File: src/rtl/bfd_cfg.svh
// constants of the branch and flag clear decoder
`ifndef BFD_CFG_SVH
`define BFD_CFG_SVH

`define BFD_OP_CALL_MASK 16'hF0FF
`define BFD_OP_CALL_VAL 16'h0003
`define BFD_OP_FAR_MASK 16'hF0FF
`define BFD_OP_FAR_VAL 16'h0023
`define BFD_OP_BYTE_MASK 16'hFF00
`define BFD_OP_BT_VAL 16'h8900
`define BFD_OP_BF_VAL 16'h8B00
`define BFD_OP_BTS_VAL 16'h8D00
`define BFD_OP_BFS_VAL 16'h8F00
`define BFD_OP_NIB_MASK 16'hF000
`define BFD_OP_BRA_VAL 16'hA000
`define BFD_OP_BSR_VAL 16'hB000
`define BFD_OP_FULL_MASK 16'hFFFF
`define BFD_OP_ACCUMULATOR_CLEAR_VAL 16'h0028
`define BFD_OP_SATURATION_FLAG_CLEAR_VAL 16'h0048
`define BFD_OP_TEST_FLAG_CLEAR_VAL 16'h0008

`define BFD_PC_AHEAD 32'h0000_0004
`define BFD_PC_STEP 32'h0000_0002
`define BFD_ZERO32 32'h0000_0000

`define BFD_REG_CTRL 8'h00
`define BFD_REG_STATUS 8'h04
`define BFD_REG_PR 8'h08
`define BFD_REG_ACC_HI 8'h0C
`define BFD_REG_ACC_LO 8'h10
`define BFD_REG_SLOT_CNT 8'h14

`define BFD_CTRL_RESET 1'h1
`define BFD_BIT_ENABLE 0
`define BFD_BIT_TEST 0
`define BFD_BIT_SAT 1
`define BFD_BIT_SLOT 2
`define BFD_BIT_HOLD 3
`define BFD_BIT_CALL 4

`define BFD_RESP_OKAY 2'h0
`define BFD_RESP_SLVERR 2'h2

`endif

File: src/rtl/bfd_pkg.sv
// types shared by the branch and flag clear decoder
package bfd_pkg;

   typedef enum logic [0:0] {
      BFD_IDLE = 1'b0,
      BFD_CALL = 1'b1
   } bfd_state_type;

   typedef struct packed {
      logic [15:0] word;
      logic [31:0] pc;
      logic [31:0] selected_general_register;
   } bfd_issue_type;

   typedef struct packed {
      logic [31:0] fetch_pc;
      logic redirect;
      logic retire;
      logic slot_illegal;
   } bfd_flow_type;

endpackage

File: src/rtl/bfd_op_match.sv
// one opcode pattern comparator
`timescale 1ns/1ns
module bfd_op_match #(
   parameter logic [15:0] MASK = 16'hFFFF,
   parameter logic [15:0] VALUE = 16'h0000
) (
   input wire logic [15:0] word,
   output logic hit
);
   assign hit = ((word & MASK) == VALUE);
endmodule

File: src/rtl/bfd_target.sv
// branch target adder for register and displacement forms
`timescale 1ns/1ns
`include "bfd_cfg.svh"
module bfd_target (
   input wire logic [31:0] pc,
   input wire logic use_reg,
   input wire logic [7:0] disp,
   input wire logic [31:0] reg_value,
   output logic [31:0] target
);
   logic [31:0] offset;
   // displacement counts half words, so it is doubled after extension
   assign offset = use_reg ? reg_value : {{23{disp[7]}}, disp, 1'b0};
   assign target = pc + `BFD_PC_AHEAD + offset;
endmodule

File: src/rtl/bfd_core.sv
// branch and flag clear decode and execute with its register slave
//
// Register access over AXI4-Lite and the placing of the registers were left to the implementer.
`timescale 1ns/1ns
`include "bfd_cfg.svh"
module bfd_core import bfd_pkg::*; #(
   parameter int ADDR_W = 8
) (
   input wire logic aclk,
   input wire logic aresetn,
   input wire logic [ADDR_W-1:0] awaddr,
   input wire logic awvalid,
   output logic awready,
   input wire logic [31:0] wdata,
   input wire logic [3:0] wstrb,
   input wire logic wvalid,
   output logic wready,
   output logic [1:0] bresp,
   output logic bvalid,
   input wire logic bready,
   input wire logic [ADDR_W-1:0] araddr,
   input wire logic arvalid,
   output logic arready,
   output logic [31:0] rdata,
   output logic [1:0] rresp,
   output logic rvalid,
   input wire logic rready,
   input wire bfd_issue_type issue,
   input wire logic issue_valid,
   output logic issue_ready,
   output bfd_flow_type flow,
   output logic int_hold,
   output logic [31:0] procedure_return_reg,
   output logic [31:0] accumulator_high,
   output logic [31:0] accumulator_low,
   output logic test_flag,
   output logic saturation_flag
);

   localparam int N_OP = 11;
   localparam int OP_CALL = 0;
   localparam int OP_BT = 1;
   localparam int OP_BTS = 2;
   localparam int OP_ACCUMULATOR_CLEAR = 3;
   localparam int OP_SATURATION_FLAG_CLEAR = 4;
   localparam int OP_TEST_FLAG_CLEAR = 5;
   localparam logic [15:0] OP_MASK [N_OP] = '{
      `BFD_OP_CALL_MASK, `BFD_OP_BYTE_MASK, `BFD_OP_BYTE_MASK, `BFD_OP_FULL_MASK,
      `BFD_OP_FULL_MASK, `BFD_OP_FULL_MASK, `BFD_OP_FAR_MASK, `BFD_OP_BYTE_MASK,
      `BFD_OP_BYTE_MASK, `BFD_OP_NIB_MASK, `BFD_OP_NIB_MASK};
   localparam logic [15:0] OP_VAL [N_OP] = '{
      `BFD_OP_CALL_VAL, `BFD_OP_BT_VAL, `BFD_OP_BTS_VAL, `BFD_OP_ACCUMULATOR_CLEAR_VAL,
      `BFD_OP_SATURATION_FLAG_CLEAR_VAL, `BFD_OP_TEST_FLAG_CLEAR_VAL, `BFD_OP_FAR_VAL, `BFD_OP_BF_VAL,
      `BFD_OP_BFS_VAL, `BFD_OP_BRA_VAL, `BFD_OP_BSR_VAL};
   // entries that count as branches when they sit in a delay slot
   localparam logic [N_OP-1:0] BRANCH_SEL = 11'h7C7;

   bfd_state_type state, next_state;
   logic [N_OP-1:0] hit;
   logic take, is_branch, slot_bad, exec, bt_taken, bts_taken, slot_pending;
   logic [31:0] slot_target, call_target, call_pc, target, slot_count;
   logic ctrl_enable, wr_commit, wr_known, sw_status, sw_acc_hi, sw_acc_lo, rd_known;
   logic [ADDR_W-1:0] aw_addr;
   logic [31:0] wdata_q, rd_value;
   logic [3:0] wstrb_q;

   ////////////////////////////////////////////////////////////////////////////
   // decode

   genvar gi;
   generate
      for (gi = 0; gi < N_OP; gi++) begin : g_op
         bfd_op_match #(
            .MASK(OP_MASK[gi]),
            .VALUE(OP_VAL[gi])
         ) u_match (
            .word(issue.word),
            .hit(hit[gi])
         );
      end
   endgenerate

   bfd_target u_target (
      .pc(issue.pc),
      .use_reg(hit[OP_CALL]),
      .disp(issue.word[7:0]),
      .reg_value(issue.selected_general_register),
      .target(target)
   );

   assign take = issue_valid && issue_ready;
   assign is_branch = |(hit & BRANCH_SEL);
   assign slot_bad = take && slot_pending && is_branch;
   assign exec = take && !slot_bad;
   assign bt_taken = exec && hit[OP_BT] && test_flag;
   assign bts_taken = exec && hit[OP_BTS] && test_flag;

   ////////////////////////////////////////////////////////////////////////////
   // sequencing: the register call takes a second state

   always_comb begin
      next_state = state;
      case (state)
         BFD_IDLE: if (exec && hit[OP_CALL]) next_state = BFD_CALL;
         BFD_CALL: next_state = BFD_IDLE;
         default: next_state = BFD_IDLE;
      endcase
   end

   always_ff @(posedge aclk) begin
      if (!aresetn) begin
         state <= BFD_IDLE;
         issue_ready <= 1'b0;
      end else begin
         state <= next_state;
         issue_ready <= (next_state == BFD_IDLE) && ctrl_enable;
      end
   end

   // a taken delayed branch parks its target until the slot has run
   always_ff @(posedge aclk) begin
      if (!aresetn) begin
         slot_pending <= 1'b0;
         slot_target <= `BFD_ZERO32;
      end else if (state == BFD_CALL) begin
         slot_pending <= 1'b1;
         slot_target <= call_target;
      end else if (take && slot_pending) begin
         slot_pending <= 1'b0;
      end else if (bts_taken) begin
         slot_pending <= 1'b1;
         slot_target <= target;
      end
   end

   // interrupts stay off from the delayed branch until its slot retires
   always_ff @(posedge aclk) begin
      if (!aresetn) begin
         int_hold <= 1'b0;
      end else begin
         int_hold <= (next_state == BFD_CALL) || bts_taken ||
            (slot_pending && !take) || (state == BFD_CALL);
      end
   end

   always_ff @(posedge aclk) begin
      if (!aresetn) begin
         call_target <= `BFD_ZERO32;
         call_pc <= `BFD_ZERO32;
         procedure_return_reg <= `BFD_ZERO32;
      end else if (exec && hit[OP_CALL]) begin
         call_target <= target;
         call_pc <= issue.pc;
         procedure_return_reg <= issue.pc + `BFD_PC_AHEAD;
      end
   end

   ////////////////////////////////////////////////////////////////////////////
   // fetch control towards the pipeline

   always_ff @(posedge aclk) begin
      if (!aresetn) begin
         flow <= '0;
      end else begin
         flow.redirect <= 1'b0;
         flow.retire <= 1'b0;
         flow.slot_illegal <= 1'b0;
         if (state == BFD_CALL) begin
            flow.retire <= 1'b1;
            flow.fetch_pc <= call_pc + `BFD_PC_STEP;
         end else if (slot_bad) begin
            // the exception logic takes over; the pending target is dropped
            flow.slot_illegal <= 1'b1;
            flow.fetch_pc <= issue.pc;
         end else if (take && slot_pending) begin
            flow.retire <= 1'b1;
            flow.redirect <= 1'b1;
            flow.fetch_pc <= slot_target;
         end else if (bt_taken) begin
            flow.retire <= 1'b1;
            flow.redirect <= 1'b1;
            flow.fetch_pc <= target;
         end else if (exec && !hit[OP_CALL]) begin
            flow.retire <= 1'b1;
            flow.fetch_pc <= issue.pc + `BFD_PC_STEP;
         end
      end
   end

   ////////////////////////////////////////////////////////////////////////////
   // architectural flags and accumulator; an instruction beats a bus write

   always_ff @(posedge aclk) begin
      if (!aresetn) begin
         test_flag <= 1'b0;
         saturation_flag <= 1'b0;
      end else begin
         if (exec && hit[OP_TEST_FLAG_CLEAR]) test_flag <= 1'b0;
         else if (sw_status) test_flag <= wdata_q[`BFD_BIT_TEST];
         if (exec && hit[OP_SATURATION_FLAG_CLEAR]) saturation_flag <= 1'b0;
         else if (sw_status) saturation_flag <= wdata_q[`BFD_BIT_SAT];
      end
   end

   always_ff @(posedge aclk) begin
      if (!aresetn) begin
         accumulator_high <= `BFD_ZERO32;
         accumulator_low <= `BFD_ZERO32;
      end else if (exec && hit[OP_ACCUMULATOR_CLEAR]) begin
         accumulator_high <= `BFD_ZERO32;
         accumulator_low <= `BFD_ZERO32;
      end else begin
         if (sw_acc_hi) accumulator_high <= merge(accumulator_high, wdata_q, wstrb_q);
         if (sw_acc_lo) accumulator_low <= merge(accumulator_low, wdata_q, wstrb_q);
      end
   end

   always_ff @(posedge aclk) begin
      if (!aresetn) slot_count <= `BFD_ZERO32;
      else if (slot_bad) slot_count <= slot_count + 32'h0000_0001;
   end

   ////////////////////////////////////////////////////////////////////////////
   // register slave

   function automatic logic [31:0] merge(input logic [31:0] old,
      input logic [31:0] data, input logic [3:0] strb);
      logic [31:0] res;
      res = old;
      for (int b = 0; b < 4; b++) begin
         if (strb[b]) begin
            res[b*8 +: 8] = data[b*8 +: 8];
         end
      end
      return res;
   endfunction

   assign wr_commit = !awready && !wready && !bvalid;
   assign wr_known = (aw_addr == `BFD_REG_CTRL) || (aw_addr == `BFD_REG_STATUS) ||
      (aw_addr == `BFD_REG_ACC_HI) || (aw_addr == `BFD_REG_ACC_LO);
   assign sw_status = wr_commit && (aw_addr == `BFD_REG_STATUS) && wstrb_q[0];
   assign sw_acc_hi = wr_commit && (aw_addr == `BFD_REG_ACC_HI);
   assign sw_acc_lo = wr_commit && (aw_addr == `BFD_REG_ACC_LO);

   always_ff @(posedge aclk) begin
      if (!aresetn) begin
         ctrl_enable <= `BFD_CTRL_RESET;
      end else if (wr_commit && (aw_addr == `BFD_REG_CTRL) && wstrb_q[0]) begin
         ctrl_enable <= wdata_q[`BFD_BIT_ENABLE];
      end
   end

   // address and data are caught independently, the write lands once both are in
   always_ff @(posedge aclk) begin
      if (!aresetn) begin
         awready <= 1'b1;
         wready <= 1'b1;
         bvalid <= 1'b0;
         bresp <= `BFD_RESP_OKAY;
         aw_addr <= '0;
         wdata_q <= `BFD_ZERO32;
         wstrb_q <= 4'h0;
      end else begin
         if (awvalid && awready) begin
            aw_addr <= awaddr;
            awready <= 1'b0;
         end
         if (wvalid && wready) begin
            wdata_q <= wdata;
            wstrb_q <= wstrb;
            wready <= 1'b0;
         end
         if (wr_commit) begin
            bvalid <= 1'b1;
            bresp <= wr_known ? `BFD_RESP_OKAY : `BFD_RESP_SLVERR;
            awready <= 1'b1;
            wready <= 1'b1;
         end else if (bvalid && bready) begin
            bvalid <= 1'b0;
         end
      end
   end

   always_comb begin
      rd_value = `BFD_ZERO32;
      rd_known = 1'b1;
      case (araddr)
         `BFD_REG_CTRL: rd_value[`BFD_BIT_ENABLE] = ctrl_enable;
         `BFD_REG_STATUS: begin
            rd_value[`BFD_BIT_TEST] = test_flag;
            rd_value[`BFD_BIT_SAT] = saturation_flag;
            rd_value[`BFD_BIT_SLOT] = slot_pending;
            rd_value[`BFD_BIT_HOLD] = int_hold;
            rd_value[`BFD_BIT_CALL] = (state == BFD_CALL);
         end
         `BFD_REG_PR: rd_value = procedure_return_reg;
         `BFD_REG_ACC_HI: rd_value = accumulator_high;
         `BFD_REG_ACC_LO: rd_value = accumulator_low;
         `BFD_REG_SLOT_CNT: rd_value = slot_count;
         default: rd_known = 1'b0;
      endcase
   end

   always_ff @(posedge aclk) begin
      if (!aresetn) begin
         arready <= 1'b1;
         rvalid <= 1'b0;
         rdata <= `BFD_ZERO32;
         rresp <= `BFD_RESP_OKAY;
      end else if (arvalid && arready) begin
         arready <= 1'b0;
         rvalid <= 1'b1;
         rdata <= rd_value;
         rresp <= rd_known ? `BFD_RESP_OKAY : `BFD_RESP_SLVERR;
      end else if (rvalid && rready) begin
         rvalid <= 1'b0;
         arready <= 1'b1;
      end
   end
endmodule

File: config.mk
export PLATFORM = sky130hd
export DESIGN_NAME = bfd_core
export DESIGN_NICKNAME = d
export VERILOG_FILES = /design/src/rtl/bfd_pkg.sv /design/src/rtl/bfd_op_match.sv /design/src/rtl/bfd_target.sv /design/src/rtl/bfd_core.sv
export VERILOG_INCLUDE_DIRS = /design/src /design/src/rtl
export SDC_FILE = /design/constraint.sdc
export NUM_CORES = 1
export LEC_CHECK = 0
export ABC_CLOCK_PERIOD_IN_PS = 4390
export BUFFER_PORTS_ARGS = -buffer_cell sky130_fd_sc_hd__buf_4
export CAP_MARGIN = 20
export CORE_MARGIN = 2
export CORE_UTILIZATION = 52
export DETAILED_ROUTE_END_ITERATION = 12
export PLACE_DENSITY = 0.84
export SLEW_MARGIN = 20
export SYNTH_ARGS = -nofsm -noshare
export SYNTH_HDL_FRONTEND = slang
export SYNTH_HIERARCHICAL = 1
export SYNTH_SLANG_ARGS = --single-unit
File: constraint.sdc
create_clock -name aclk -period 4.39 [get_ports aclk]
set_input_delay 0.439 -clock aclk [delete_from_list [all_inputs] [get_ports aclk]]
set_output_delay 0.439 -clock aclk [all_outputs]
set_load 0.05 [all_outputs]
==> key figures <==
Final layout
  • Layout cell share with drive strength beyond 1: 21.5%
  • Area of the multi-input gates: 11500 sq um
  • Ant. Diodes: 0
  • Largest Register: flow
  • Max FFs per register: 35
  • Area growth from synthesis to final layout: 23.1%
  • Fillers: 2974
  • Register area: 6950 sq um
  • Most common cell after layout, fill and taps aside: nand2_1
  • Commonest cells after routing, fill and taps aside: 482 x nand2_1, 428 x buf_4, 346 x dfxtp_1
  • Post-layout nets: 2883
  • Final core occ: 64.8%
  • Final std cells w/o fill: 3168

Critical path
  • CP startpoint kind: input port
  • Slowest stage cell, crit path: a221o_1
  • Critical-path maximum fanout: 15
  • WP data arrival: 4.69 ns
  • Critical path class: in -> reg
  • Data required, critical path: 4.87 ns
  • Most frequent CP cell: buf_4
  • Crit end category: flop
  • R2R setup slack: 1.38 ns
  • R2r worst-path depth: 6
  • R2r endpoint: flow[13]
  • CP max stage delay: 0.37 ns
  • Critical path cell sequence: buf_4 > nor4bb_1 > and3_4 > buf_4 > nand2b_1 > buf_12 > buf_4 > nand2_1 > ha_1 > ha_1 > a21oi_2 > o21bai_1 > a221o_1 > a211o_1 > a31oi_1 > o21ai_1 > xor2_1 > nor2_1 > o31a_1 > o21ai_0 > o21a_1
  • Crit Reg-Reg Startpoint: slot_pending

Power and ir drop
  • Clk pwr share: 41.8%
  • Flop pwr share: 41.0%
  • Pwr/cell area: 335 nW/um^2
  • Comb power frac: 17.2%
  • Internal: 0.00574 W
  • Peak VDD IR: 0.322 mV
  • Switching pwr: 0.00219 W
  • Pwr Total: 0.00793 W
  • Leak: 9.40 nW
  • Switch share: 27.6%

Global route
  • Total gr overflow: 0
  • Antenna violations before repair: 2
  • Gr usage total: 35.5%
  • Largest net degree at the start of global routing: 123
  • Number of global-route vias before repair: 19300
  • First-pass GRT wire length: 108000 um

CTS
  • Clock Latency Late Sink: 0.54 ns
  • Clock root cell: clkbuf_16
  • CTS tree: built
  • H-tree Lvls: 2
  • CTS Sinks: 347
  • Max Buffers Root-to-Sink: 3
  • Worst-path clk slew: 0.06 ns
  • CTS buffer count: 37
  • Cts hold-fix bufs: 0

Routing
  • Drt pass-1 iters: 7
  • Vias per Instance: 6.28
  • First-iteration detailed-routing DRC count: 2166
  • Remaining DRCs: 0
  • Total wire length: 70300 um
  • Via count: 19900
  • WL/cell: 22.2 um
  • Antenna Nets Post-Route: 0

Floorplanning
  • Core area: 36500 sq um
  • Die ar.: 38500 sq um
  • Die height: 196 um
  • DIE WIDTH: 196 um
  • Starting Density: 52.6%
  • Row count: 70
  • Io pins: 316

STA
  • Hold Violations, Final: 0
  • Final worst clock skew: 0.0225 ns
  • Final max-slew violation count: 0
  • TNS Setup: 0 ns
  • Slew headroom: 23.3%
  • Peak Freq: 238 MHz
  • RSZ-0062 raised after global routing: no
  • Fin crit share: 95.8%
  • Final worst path period need: 4.20 ns
  • Final setup viols: 0
  • Tightest Pin Transition: 1.14 ns

Synth
  • Top FF cell, synth: dfxtp_1
  • Register area share after synthesis: 36.2%
  • Mean Syn Cell Area: 8.09 sq um
  • Top cell type's share of synthesized area: 36.2%
  • Yosys top cell by area: dfxtp_1
  • Post-synth EDFFs: 0
  • Area of the mapped netlist: 19200 sq um
  • Syn. warnings: 6
  • Share of synthesized registers carrying an async set or reset: 0%
  • Synth cell types: 107
  • Top cells by area, synth: dfxtp_1 36%, nand2_1 9.4%, mux2i_1 5.7%
  • Syn Inst Count: 2375
  • FF+latch count, synth: 347

Place
  • Hpwl dp: 50600 um
  • Global placer's final weighted congestion: 0.988
  • Port-buffer cells: 313
  • Placed insts: 3105

Flow run
  • Max-cap violations: 0

Hold path
  • Hold Crit Start: wdata[25]
  • Worst hold endpoint: wdata_q[25]
  • HP Class: in -> reg
  • Worst Hold Path Cells: 3

Outcome
  • Status: finished, final reports clean
==> worst max-delay path: cells and delay by family <==
kind,cells,cell delay [ns]
AO/OA/AOI/OAI,9,1.78
XOR/XNOR,1,0.32
adder cells (fa/ha/maj),2,0.61
buffers and inverters,4,0.65
AND/OR/NAND/NOR,5,0.88
==> logic make-up after synthesis <==
group / synth area share (%)
and+or+nand+nor: 23.9
AOI/OAI and AO/OA: 18.5
DFF: 36.2
buffers and inverters: 4.47
xor gates and xnor gates: 6.11
muxes: 6.58
adders and majority gates: 4.34
other: 0.0195
==> what timing repair did <==
item,4_1_cts,5_1_grt
gates resized for setup,0,5
hold endpoints to repair,0,0
setup endpoints to repair,0,10
setup buffers,0,1
==> worst max path at each step <==
stage | from | end | slack [ns] | depth (start not counted)
finish | issue[69] | flow[32] | 0.19 | 21
global route | issue[69] | flow[32] | 0.008 | 20
CTS | issue[76] | flow[26] | 0.14 | 18
global placement | issue[76] | flow[26] | -0.34 | 18
floorplan | issue[69] | flow[26] | 0.02 | 17
detailed placement | issue[76] | flow[26] | -0.39 | 18
==> layer usage <==
metal	track usage, %	part of all wire, %	vias up
met3	7.08	11	325
li1	-	-	9011
met1	43.9	37	9226
met5	0	0.034	-
met4	18.9	6.1	4
met2	58.3	45	1331
==> layout make-up <==
type | instances | area share, %
Sequential cell | 347 | 29.4
Clock buffer | 51 | 4.52
Timing Repair Buffer | 433 | 14.0
Clock inverter | 11 | 0.884
Inverter | 20 | 0.339
Multi-Input combinational cell | 1838 | 48.4
Tap cell | 468 | 2.48
==> power groups by stage <==
stage / Sequential, W / Combinational [W] / Clock, W
floorplan: 0.00339 / 0.000681 / 0
global placement: 0.00332 / 0.00129 / 0
detailed placement: 0.00332 / 0.00132 / 0
CTS: 0.00325 / 0.00133 / 0.00332
global route: 0.00326 / 0.00145 / 0.00346
finish: 0.00325 / 0.00136 / 0.00331
==> per-stage QoR <==
stage               cell area (sq um)  hold WS (ns)  setup WS, ns
floorplan                       19200         0.422        0.0214
global placement                22300         0.436        -0.340
detailed placement              22300         0.446        -0.390
CTS                             23600         0.145         0.137
global route                    23700         0.140       0.00763
finish                          23700         0.153         0.186
==> Yosys cell counts (5+ instances only) <==
| cell | instances |
|---|---|
| dfxtp_1 | 347 |
| and2_1 | 14 |
| o21a_1 | 5 |
| a221oi_1 | 42 |
| nor4b_1 | 5 |
| o21ai_0 | 79 |
| a21o_1 | 11 |
| inv_1 | 19 |
| o211ai_1 | 7 |
| a31oi_1 | 8 |
| mux2i_1 | 109 |
| nand4_1 | 34 |
| buf_6 | 6 |
| buf_1 | 8 |
| ha_1 | 65 |
| clkbuf_1 | 104 |
| mux2_2 | 11 |
| xor2_1 | 72 |
| nor4_1 | 17 |
| a221o_1 | 8 |
| buf_2 | 37 |
| nand3_1 | 68 |
| o21ai_1 | 8 |
| and4_1 | 14 |
| nand2b_1 | 8 |
| a211oi_1 | 59 |
| xnor2_1 | 62 |
| nand3b_1 | 6 |
| nor2_1 | 219 |
| nand2_1 | 483 |
| and3_1 | 21 |
| a211oi_2 | 12 |
| o221ai_1 | 14 |
| buf_4 | 12 |
| a21oi_1 | 217 |
| or3_1 | 7 |
| nor3_1 | 25 |
| nor2b_1 | 8 |
Note: power is estimated with default switching activity, not from simulation.
